==> src/dlr_pkg.sv <==
// Shared constants and carriers for the dual lane loop-back router.
// Assumes a single 200 MHz reference clock for every consumer.
`default_nettype none

package dlr_pkg;

   // Clock rate, expressed as its period
   localparam int unsigned CLK_PERIOD_PS = 5000;

   // Lock acquisition after link loss, typical figure, and its cycle count
   localparam int unsigned LOCK_TIME_NS  = 4000;
   localparam int unsigned LOCK_CYC      =
      (LOCK_TIME_NS * 1000 + CLK_PERIOD_PS - 1) / CLK_PERIOD_PS;

   // Accepted samples without a transition before a lane counts as lost
   localparam int unsigned LOSS_SAMPLES  = 64;

   // Counter widths for the lock and loss timers
   localparam int unsigned LOCK_W        = 12;
   localparam int unsigned LOSS_W        = 8;

   // Depth of the buffer between the retiming and the output stage
   localparam int unsigned FIFO_DEPTH    = 4;

   // Reset values of the serial outputs and lock flags
   localparam logic        OUT_RST       = 1'b0;
   localparam logic        LOCK_RST      = 1'b0;

   // Routing modes, one-hot
   typedef enum logic [3:0] {
      DLR_NORMAL  = 4'b0001,
      DLR_LOOP_A  = 4'b0010,
      DLR_LOOP_B  = 4'b0100,
      DLR_LOOP_AB = 4'b1000
   } dlr_mode_e;

   // One retimed sample of both lanes
   typedef struct packed {
      logic lane_b;
      logic lane_a;
   } dlr_pair_s;

   // Raw loop-back select pins with their drive-present flags
   typedef struct packed {
      logic lane_a_loopback_sel_n;
      logic lane_a_loopback_driven;
      logic lane_b_loopback_sel_n;
      logic lane_b_loopback_driven;
   } dlr_sel_s;

   localparam int unsigned PAIR_W = $bits(dlr_pair_s);

endpackage

`default_nettype wire

==> src/dlr_fifo.sv <==
// Small synchronous FIFO with valid/ready on both sides.
// Assumes one clock; pushes and pops in the same cycle are allowed.
`timescale 1ns/1ps
`default_nettype none

module dlr_fifo #(
   parameter int unsigned WIDTH = 2,
   parameter int unsigned DEPTH = 4
) (
   input  wire  logic             ref_clk,
   input  wire  logic             sys_rst,
   input  wire  logic [WIDTH-1:0] in_data,
   input  wire  logic             in_valid,
   output logic                   in_ready,
   output logic [WIDTH-1:0]       out_data,
   output logic                   out_valid,
   input  wire  logic             out_ready
);
   import dlr_pkg::*;

   localparam int unsigned AW = (DEPTH > 1) ? $clog2(DEPTH) : 1;

   // Depth must be a power of two so the pointers wrap by themselves
   if (DEPTH < 2 || (DEPTH & (DEPTH - 1)) != 0 || WIDTH < 1) begin : g_bad
      $error("dlr_fifo: DEPTH must be a power of two >= 2");
   end

   typedef struct packed {
      logic [DEPTH-1:0][WIDTH-1:0] mem;
      logic [AW-1:0]               wr;
      logic [AW-1:0]               rd;
      logic [AW:0]                 cnt;
   } dlr_fifo_s;

   dlr_fifo_s st;
   dlr_fifo_s next_st;
   logic      push;
   logic      pop;

   // Full and empty come straight from the occupancy count
   assign in_ready  = (st.cnt != (AW + 1)'(DEPTH));
   assign out_valid = (st.cnt != '0);
   assign out_data  = st.mem[st.rd];
   assign push      = in_valid && in_ready;
   assign pop       = out_valid && out_ready;

   // Pointer and count update
   always_comb begin
      next_st = st;
      if (push) begin
         next_st.mem[st.wr] = in_data;
         next_st.wr         = st.wr + 1'b1;
      end
      if (pop) begin
         next_st.rd = st.rd + 1'b1;
      end
      next_st.cnt = st.cnt + (AW + 1)'(push) - (AW + 1)'(pop);
   end

   always_ff @(posedge ref_clk or posedge sys_rst) begin
      if (sys_rst) begin
         st <= '0;
      end else begin
         st <= next_st;
      end
   end

endmodule

`default_nettype wire

==> src/dlr_router.sv <==
// Dual lane loop-back router: retimes two serial lanes and routes them
// to the two serial outputs according to two active-low loop-back pins.
// Assumes all inputs are synchronous to ref_clk; each serial bit arrives
// with rx_valid and leaves with tx_valid, both under valid/ready.
//
// Behaviour
// - Normal mode: retimed port A input drives the port B output.
// - Normal mode: retimed port B input drives the port A output.
// - Loop-back A alone: port A data still drives the port B output.
// - Loop-back A: port A data also on port A output; port B dropped.
// - Loop-back B alone: port B data still drives the port A output.
// - Loop-back B: port B data also on port B output; port A dropped.
// - Both loop-backs: each input returns on its own side's output.
// - After link loss each lane relocks after LOCK_CYCLES input transitions, 4 us at one per cycle; errors allowed.
`timescale 1ns/1ps
`default_nettype none

module dlr_router #(
   parameter int unsigned LOSS_LIMIT = dlr_pkg::LOSS_SAMPLES,
   parameter int unsigned LOCK_CYCLES = dlr_pkg::LOCK_CYC,
   parameter int unsigned BUF_DEPTH  = dlr_pkg::FIFO_DEPTH
) (
   input  wire  logic             ref_clk,
   input  wire  logic             sys_rst,
   input  wire  dlr_pkg::dlr_sel_s loopback_pins,
   input  wire  logic             port_a_serial_in,
   input  wire  logic             port_b_serial_in,
   input  wire  logic             rx_valid,
   output logic                   rx_ready,
   output logic                   port_a_serial_out,
   output logic                   port_b_serial_out,
   output logic                   tx_valid,
   input  wire  logic             tx_ready,
   output logic                   lane_a_locked,
   output logic                   lane_b_locked,
   output dlr_pkg::dlr_mode_e     route_mode
);
   import dlr_pkg::*;

   // Path of one pair: accepted into the buffer on one edge, moved to the
   // output slot on the next, then held there until the far side takes it.
   // The buffer absorbs short stalls so the receivers are not held off at
   // once; a deeper buffer absorbs longer stalls and adds no latency.

   // Timers must fit their counters; refused at elaboration so a bad
   // override never leaves a silently truncated count behind
   if (LOCK_CYCLES < 1 || LOCK_CYCLES >= (1 << LOCK_W)) begin : g_bad_lock
      $error("dlr_router: LOCK_CYCLES out of range");
   end
   if (LOSS_LIMIT < 1 || LOSS_LIMIT >= (1 << LOSS_W)) begin : g_bad_loss
      $error("dlr_router: LOSS_LIMIT out of range");
   end

   localparam logic [LOCK_W-1:0] LOCK_LOAD = LOCK_W'(LOCK_CYCLES);
   localparam logic [LOSS_W-1:0] LOSS_TOP  = LOSS_W'(LOSS_LIMIT);

   // Per-lane lock tracking state
   typedef struct packed {
      logic              last;
      logic [LOSS_W-1:0] quiet;
      logic [LOCK_W-1:0] lock_cnt;
      logic              locked;
   } dlr_lane_s;

   // Whole state of the router
   typedef struct packed {
      dlr_mode_e    mode;
      dlr_lane_s    lane_a;
      dlr_lane_s    lane_b;
      logic         out_a;
      logic         out_b;
      logic         out_valid;
   } dlr_state_s;

   dlr_state_s st;
   dlr_state_s next_st;

   // Nets between the pins, the buffer and the output stage
   dlr_pair_s  in_pair;
   dlr_pair_s  buf_pair;
   logic       buf_valid;
   logic       buf_ready;
   logic       accept;
   logic       sel_a_low;
   logic       sel_b_low;

   // An undriven pin is pulled up, so only a driven low selects loop-back
   assign sel_a_low = loopback_pins.lane_a_loopback_driven
                      && !loopback_pins.lane_a_loopback_sel_n;
   assign sel_b_low = loopback_pins.lane_b_loopback_driven
                      && !loopback_pins.lane_b_loopback_sel_n;

   // Both lane bits travel as one pair so they stay aligned
   assign in_pair.lane_a = port_a_serial_in;
   assign in_pair.lane_b = port_b_serial_in;
   assign accept         = rx_valid && rx_ready;

   // Retiming buffer; its fill level is what pushes back on the receivers
   dlr_fifo #(
      .WIDTH (PAIR_W),
      .DEPTH (BUF_DEPTH)
   ) u_buf (
      .ref_clk   (ref_clk),
      .sys_rst   (sys_rst),
      .in_data   (in_pair),
      .in_valid  (rx_valid),
      .in_ready  (rx_ready),
      .out_data  (buf_pair),
      .out_valid (buf_valid),
      .out_ready (buf_ready)
   );

   // The output stage takes a new pair when its holding slot frees up
   assign buf_ready = !st.out_valid || tx_ready;

   // Relock timer for one lane; a lane with no transition for LOSS_LIMIT
   // accepted samples is treated as down and must count out again
   // Transitions are counted rather than cycles: only edges carry timing
   function automatic dlr_lane_s lane_step(
      input dlr_lane_s cur,
      input logic      bit_in,
      input logic      take
   );
      dlr_lane_s nx;
      nx = cur;
      if (take) begin
         nx.last = bit_in;
         if (bit_in != cur.last) begin
            nx.quiet = '0;
            if (cur.lock_cnt != '0) begin
               nx.lock_cnt = cur.lock_cnt - 1'b1;
            end
         end else if (cur.quiet != LOSS_TOP) begin
            nx.quiet = cur.quiet + 1'b1;
         end
         if (nx.quiet == LOSS_TOP) begin
            nx.lock_cnt = LOCK_LOAD;
         end
      end
      nx.locked = (nx.lock_cnt == '0);
      return nx;
   endfunction

   // Mode decode, lock tracking and output multiplexing
   always_comb begin
      next_st = st;

      // Pins are sampled every cycle; a change applies from the next pair
      case ({sel_b_low, sel_a_low})
         2'b01:   next_st.mode = DLR_LOOP_A;
         2'b10:   next_st.mode = DLR_LOOP_B;
         2'b11:   next_st.mode = DLR_LOOP_AB;
         default: next_st.mode = DLR_NORMAL;
      endcase

      // Data keeps flowing while unlocked: bit errors are tolerated then
      next_st.lane_a = lane_step(st.lane_a, port_a_serial_in, accept);
      next_st.lane_b = lane_step(st.lane_b, port_b_serial_in, accept);

      // A taken pair frees the slot; a load in the same cycle wins
      if (tx_ready) begin
         next_st.out_valid = 1'b0;
      end
      // Routing uses the registered mode, so a pin change also applies
      // to pairs that are already waiting in the buffer
      if (buf_valid && buf_ready) begin
         next_st.out_valid = 1'b1;
         case (st.mode)
            DLR_NORMAL: begin
               next_st.out_b = buf_pair.lane_a;
               next_st.out_a = buf_pair.lane_b;
            end
            DLR_LOOP_A: begin
               next_st.out_b = buf_pair.lane_a;
               next_st.out_a = buf_pair.lane_a;
            end
            DLR_LOOP_B: begin
               next_st.out_a = buf_pair.lane_b;
               next_st.out_b = buf_pair.lane_b;
            end
            DLR_LOOP_AB: begin
               next_st.out_a = buf_pair.lane_a;
               next_st.out_b = buf_pair.lane_b;
            end
            default: begin
               next_st.out_b = buf_pair.lane_a;
               next_st.out_a = buf_pair.lane_b;
            end
         endcase
      end
   end

   // State register; lanes start unlocked with a full relock count
   // Mode starts normal, as with both select pins left undriven
   always_ff @(posedge ref_clk or posedge sys_rst) begin
      if (sys_rst) begin
         st                 <= '0;
         st.mode            <= DLR_NORMAL;
         st.lane_a.lock_cnt <= LOCK_LOAD;
         st.lane_b.lock_cnt <= LOCK_LOAD;
         st.lane_a.locked   <= LOCK_RST;
         st.lane_b.locked   <= LOCK_RST;
         st.out_a           <= OUT_RST;
         st.out_b           <= OUT_RST;
      end else begin
         st <= next_st;
      end
   end

   // All data and status outputs come from the state register
   // Registered outputs keep a mode change from glitching the far side
   assign port_a_serial_out = st.out_a;
   assign port_b_serial_out = st.out_b;
   assign tx_valid          = st.out_valid;
   assign lane_a_locked     = st.lane_a.locked;
   assign lane_b_locked     = st.lane_b.locked;
   assign route_mode        = st.mode;

endmodule

`default_nettype wire

==> config.mk <==
export PLATFORM = sky130hd
export DESIGN_NAME = dlr_router
export DESIGN_NICKNAME = d
export VERILOG_FILES = /design/src/dlr_pkg.sv /design/src/dlr_fifo.sv /design/src/dlr_router.sv
export SDC_FILE = /design/constraint.sdc
export NUM_CORES = 1
export LEC_CHECK = 0
export ABC_AREA = 1
export BUFFER_PORTS_ARGS = -buffer_cell sky130_fd_sc_hd__buf_2
export CORE_AREA = 2 2 68 134
export CTS_BUF_LIST = sky130_fd_sc_hd__clkbuf_8 sky130_fd_sc_hd__clkbuf_16
export DETAILED_ROUTE_END_ITERATION = 10
export DIE_AREA = 0 0 70 136
export PLACE_DENSITY = 0.75
export SYNTH_ARGS = -nofsm -noshare
export SYNTH_HDL_FRONTEND = slang
export SYNTH_SLANG_ARGS = --single-unit
==> constraint.sdc <==
create_clock -name ref_clk -period 2.2 [get_ports ref_clk]
set_input_delay 0.11 -clock ref_clk [delete_from_list [all_inputs] [get_ports ref_clk]]
set_output_delay 0.11 -clock ref_clk [all_outputs]
set_load 0.02 [all_outputs]
; ---- Yosys cells after proc, flatten, opt, wreduce, memory -nomap -nowiden
; Index checks and enable logic that the tools add are counted.
[word_totals]
ff_bits = 66
inputBits = 10
out_inout_bits = 10
word_cells = 81
[classes]
n_lt_le_gt_ge = 3
reduce_logical = 15
muxes = 23
n_addsub = 8
n_eq_ne = 13
[ops]
columns = cell, n
row1 = 12-bit two-way mux, 8
row2 = 8-bit two-way mux, 6
row3 = 12-bit zero test, 2
row4 = 12-bit nonzero test, 2
row5 = 12-bit by 1-bit subtractor with 12-bit output (second input constant), 2
row6 = 8-bit by 1-bit adder with 8-bit output (second input constant), 2
row7 = 8-bit by 7-bit == test with 1-bit output (second input constant), 2
row8 = 8-bit by 7-bit != test with 1-bit output (second input constant), 2
row9 = 4-bit one-hot mux with 3 select lines, 1
row10 = 8-bit bitwise mux, 1
row11 = 2-bit by 3-bit < comparator with 1-bit output (second input constant), 2
row12 = 2-bit one-hot mux with 3 select lines, 1
row13 = 1-bit logical AND, 5
row14 = 2-bit by 1-bit adder with 2-bit output (second input constant), 2
row15 = 2-bit binary-select mux with 2-bit select, 1
row16 = 2-bit demux with 2-bit select, 1
row17 = 2-bit == test (second input constant), 2
row18 = 4-bit by 2-bit == test with 1-bit output (second input constant), 1
row19 = 4-bit by 3-bit == test with 1-bit output (second input constant), 1
row20 = 4-bit == test (second input constant), 1
row21 = 2-bit two-way mux, 2
row22 = 3-bit by 1-bit adder with 3-bit output, 1
row23 = 1-bit zero test, 3
row24 = 3-bit != test (second input constant), 1
row25 = 8 further kinds, 10

; ---- Logic depth before layout (Yosys ltp)
[logic_depth]
ltp_word = 8
ltp_mapped = 15

; ---- Cells and area by module
; From an unflattened synthesis, not the netlist that was laid out.
[unflattened]
cells_unflattened = 590
area_unflattened_um2 = 4272.8
[modules_own_cells]
columns = module, cells_per_inst, area_each_um2, seq_area_each_um2, instances
row1 = dlr_router, 492, 3449.6, 1285.0, 1
row2 = dlr_fifo, 98, 823.3, 375.4, 1

; ---- Least setup slack after synthesis
; No wires, ideal clock.
[synth_path]
kind = register -> register
from = register u_buf.st[1] in the netlist's numbering
to = register u_buf.st[1] in the netlist's numbering
t_arrival_ns = 1.883
setup_slack_ns = 0.253
stages_incl_launch_ff = 10
path_cell_list = dfrtp_1 nor2_1 nand2_1 nand2_2 inv_2 buf_4 ha_1 inv_1 fa_1 inv_1
[synth_lines]
columns = element, line
row1 = "start, declared", dlr_fifo.sv:35  ; dlr_fifo_s st;
row2 = "start signal, assigned", dlr_fifo.sv:64  ; st <= next_st;

==> run summary <==
ANT nets after route -> 0
Worst-path fanout max -> 5
HPWL after detailed placement -> 6300 microns
Fin Clk Skew -> 0.00540 ns
Port bufs -> 19
Grt ovf -> 0
Relative slew slack -> 56.8%
Hold Path Class -> in -> reg
Syn. warnings -> 0
Crit path kind -> reg -> reg
Fillers -> 791
WL/cell -> 12.5 microns
Fmax -> 0.493 GHz
Die Area -> 0.00952 sq mm
Core box area -> 0.00853 sq mm
Post-synth EDFFs -> 0
DRT Pass-1 Iters -> 4
Nets@finish -> 594
Share of flip-flops with an asynchronous set or reset -> 100%
Crit start category -> flip-flop
GPL Wtd Cong -> 0.910
Mapped Cells -> 541
Top post-synthesis cells by area -> dfrtp_1 36%, nand2_1 13%, inv_1 7.6%
Die H -> 136 microns
Crit share post-route -> 92.2%
RSZ-0062 raised after global routing -> no
Status -> finished, final reports clean
Initial core utilization -> 48.0%
Routed WL -> 8440 microns
CTS tree -> built
Worst EP required -> 2.46 ns
Power, Total -> 5.45 mW
Vias in the first global route -> 3583
Synth Register Bits -> 66
Drc violations -> 0
GRT Overall Usage -> 19.5%
First-pass GRT wire length -> 14800 microns
CTS H-tree depth -> 3
Top FF cell, synth -> dfrtp_1
Sequential Area -> 0.00166 sq mm
Post-DP Area -> 0.00429 sq mm
Yosys top cell area share -> 36.0%
Sequential cell area fraction in the yosys report -> 40.5%
Cell area after synthesis -> 0.00410 sq mm
Count of final setup violators -> 0
N_diodes -> 0
Peak supply drop -> 482 uV
Post-Place Worst Slack -> 0.209 ns
Clk sink count -> 66
Via count -> 3478
Commonest non-fill, non-tap cell in the layout -> nand2_1
Top cell type by total area after synthesis -> dfrtp_1
Largest net degree at the start of global routing -> 38
Final WS setup -> 0.172 ns
Iter 0 DRT Violations -> 177
Maximum clock path buffer count -> 2
Arrival @ worst endpoint -> 2.29 ns
Final min period -> 2.03 ns
Pleak -> 2.43 nW
Commonest non-fill, non-tap cells in the layout -> 145 x nand2_1, 83 x inv_1, 59 x dfrtp_1
Share of layout cells above drive strength 1 -> 14.8%
Area grow syn2layout -> 13.0%
CTS Buf Count -> 9
Final Max Slew Viols -> 0
Root Driver -> clkbuf_16
PwrDens -> 1180 mW/mm^2
Worst-Skew Late Latency -> 0.34 ns
Placement row count -> 48
Worst Hold Margin -> 0.0178 ns
Final hold violations -> 0
Setup tns final -> 0 ns
Initial antenna violation count -> 0
IO Pins -> 20
Synth Area per Inst -> 7.57 sq um
Crit end category -> flip-flop
Yosys cell types -> 37
Via density -> 5.16
Clock slew at reported path FFs -> 0.05 ns
Area occupied by multi-input gates -> 0.00203 sq mm
Worst-Margin Slew -> 0.647 ns
DIE WIDTH -> 70 microns
Finished Cell Area -> 0.00463 sq mm
Max_cap viols -> 0
Synthesized Nets -> 566
[per-stage QoR]
| step | std cells | util (%) |
|---|---|---|
| floorplan | 541 | - |
| global placement | 655 | 50.3 |
| detailed placement | 655 | 50.3 |
| CTS | 673 | 54.0 |
| global route | 674 | 54.3 |
| finish | 674 | 54.3 |
[cells by family (layout without fill, tap and decap cells)]
| group | Yosys count | after routing | share of synthesized area [%] |
|---|---|---|---|
| adder cells (fa/ha/maj) | 15 | 15 | 4.76 |
| flip-flops | 66 | 66 | 40.5 |
| buffers and inverters | 99 | 132 | 10.3 |
| XOR/XNOR | 27 | 27 | 6.14 |
| AND/OR/NAND/NOR | 281 | 281 | 30.9 |
| AO/OA/AOI/OAI | 52 | 52 | 7.03 |
| multiplexers | 1 | 1 | 0.275 |
[registers in the layout, summed over array words and instances, names as in the netlist]
signal / cells
st: 42
u_buf.st: 15
route_mode: 4
lane_a_locked: 1
lane_b_locked: 1
port_a_serial_out: 1
port_b_serial_out: 1
tx_valid: 1
[final cells by class]
cell class | instances | share of cell area, %
Clock buffer | 10 | 5.16
Clock inverter | 6 | 1.24
Inverter | 85 | 6.89
Multi-Input combinational cell | 376 | 43.8
Sequential cell | 66 | 35.9
Tap cell | 100 | 2.70
Timing Repair Buffer | 31 | 4.38
[report_power, final]
group | leakage, nW | internal, mW | switching, mW
Combinational | 1.45 | 0.799 | 1.29
Sequential | 0.822 | 1.62 | 0.334
Clock | 0.153 | 0.898 | 0.513
Total | 2.43 | 3.32 | 2.13
[layer usage]
metal	wire length (microns)	up-vias	track usage, %
li1	-	1740	-
met1	3150	1658	18.9
met2	4780	59	36.7
met3	273	21	4.74
met4	240	0	11.1
met5	0	-	0
[Yosys cell counts (3+ instances only)]
| master | instances |
|---|---|
| a21oi_1 | 6 |
| buf_4 | 5 |
| buf_6 | 4 |
| clkbuf_1 | 3 |
| dfrtp_1 | 59 |
| dfstp_2 | 7 |
| ha_1 | 14 |
| inv_1 | 83 |
| nand2_1 | 145 |
| nand2_2 | 5 |
| nand3_1 | 44 |
| nand3_2 | 9 |
| nand4_1 | 7 |
| nor2_1 | 53 |
| nor2_2 | 3 |
| nor2_4 | 3 |
| nor3_1 | 4 |
| o21ai_0 | 35 |
| o21ai_1 | 3 |
| xnor2_1 | 3 |
| xor2_1 | 22 |
[final timing paths]
path	cells past startpoint	start	endpoint	slack, ns
max	9	st[7]	lane_b_locked	0.17
min	3	loopback_pins[3]	route_mode[2]	0.02
max reg2reg	9	st[7]	lane_b_locked	0.17
min reg2reg	2	port_b_serial_out	port_b_serial_out	0.48
max in group asynchronous	4	sys_rst	st[9]	1.09
min in group asynchronous	3	sys_rst	u_buf.st[4]	0.41
[critical path, cell delays in order (launching register included)]
cell and delay [ns]:
dfrtp_1 0.42, nor2_1 0.22, nand3_1 0.12, nor2_1 0.30
nand3_1 0.17, xor2_1 0.22, nor2_1 0.08, a22oi_1 0.24
nand2_1 0.09, nor2_1 0.11
[what timing repair did]
action / CTS / global route
buffers inserted: 0 / 1
setup endpoints to repair: 0 / 1
resized for setup: 0 / 3
endpoints found under the hold margin: 27 / 0
hold buffers: 2 / 0
Note: power is estimated with default switching activity, not from simulation.
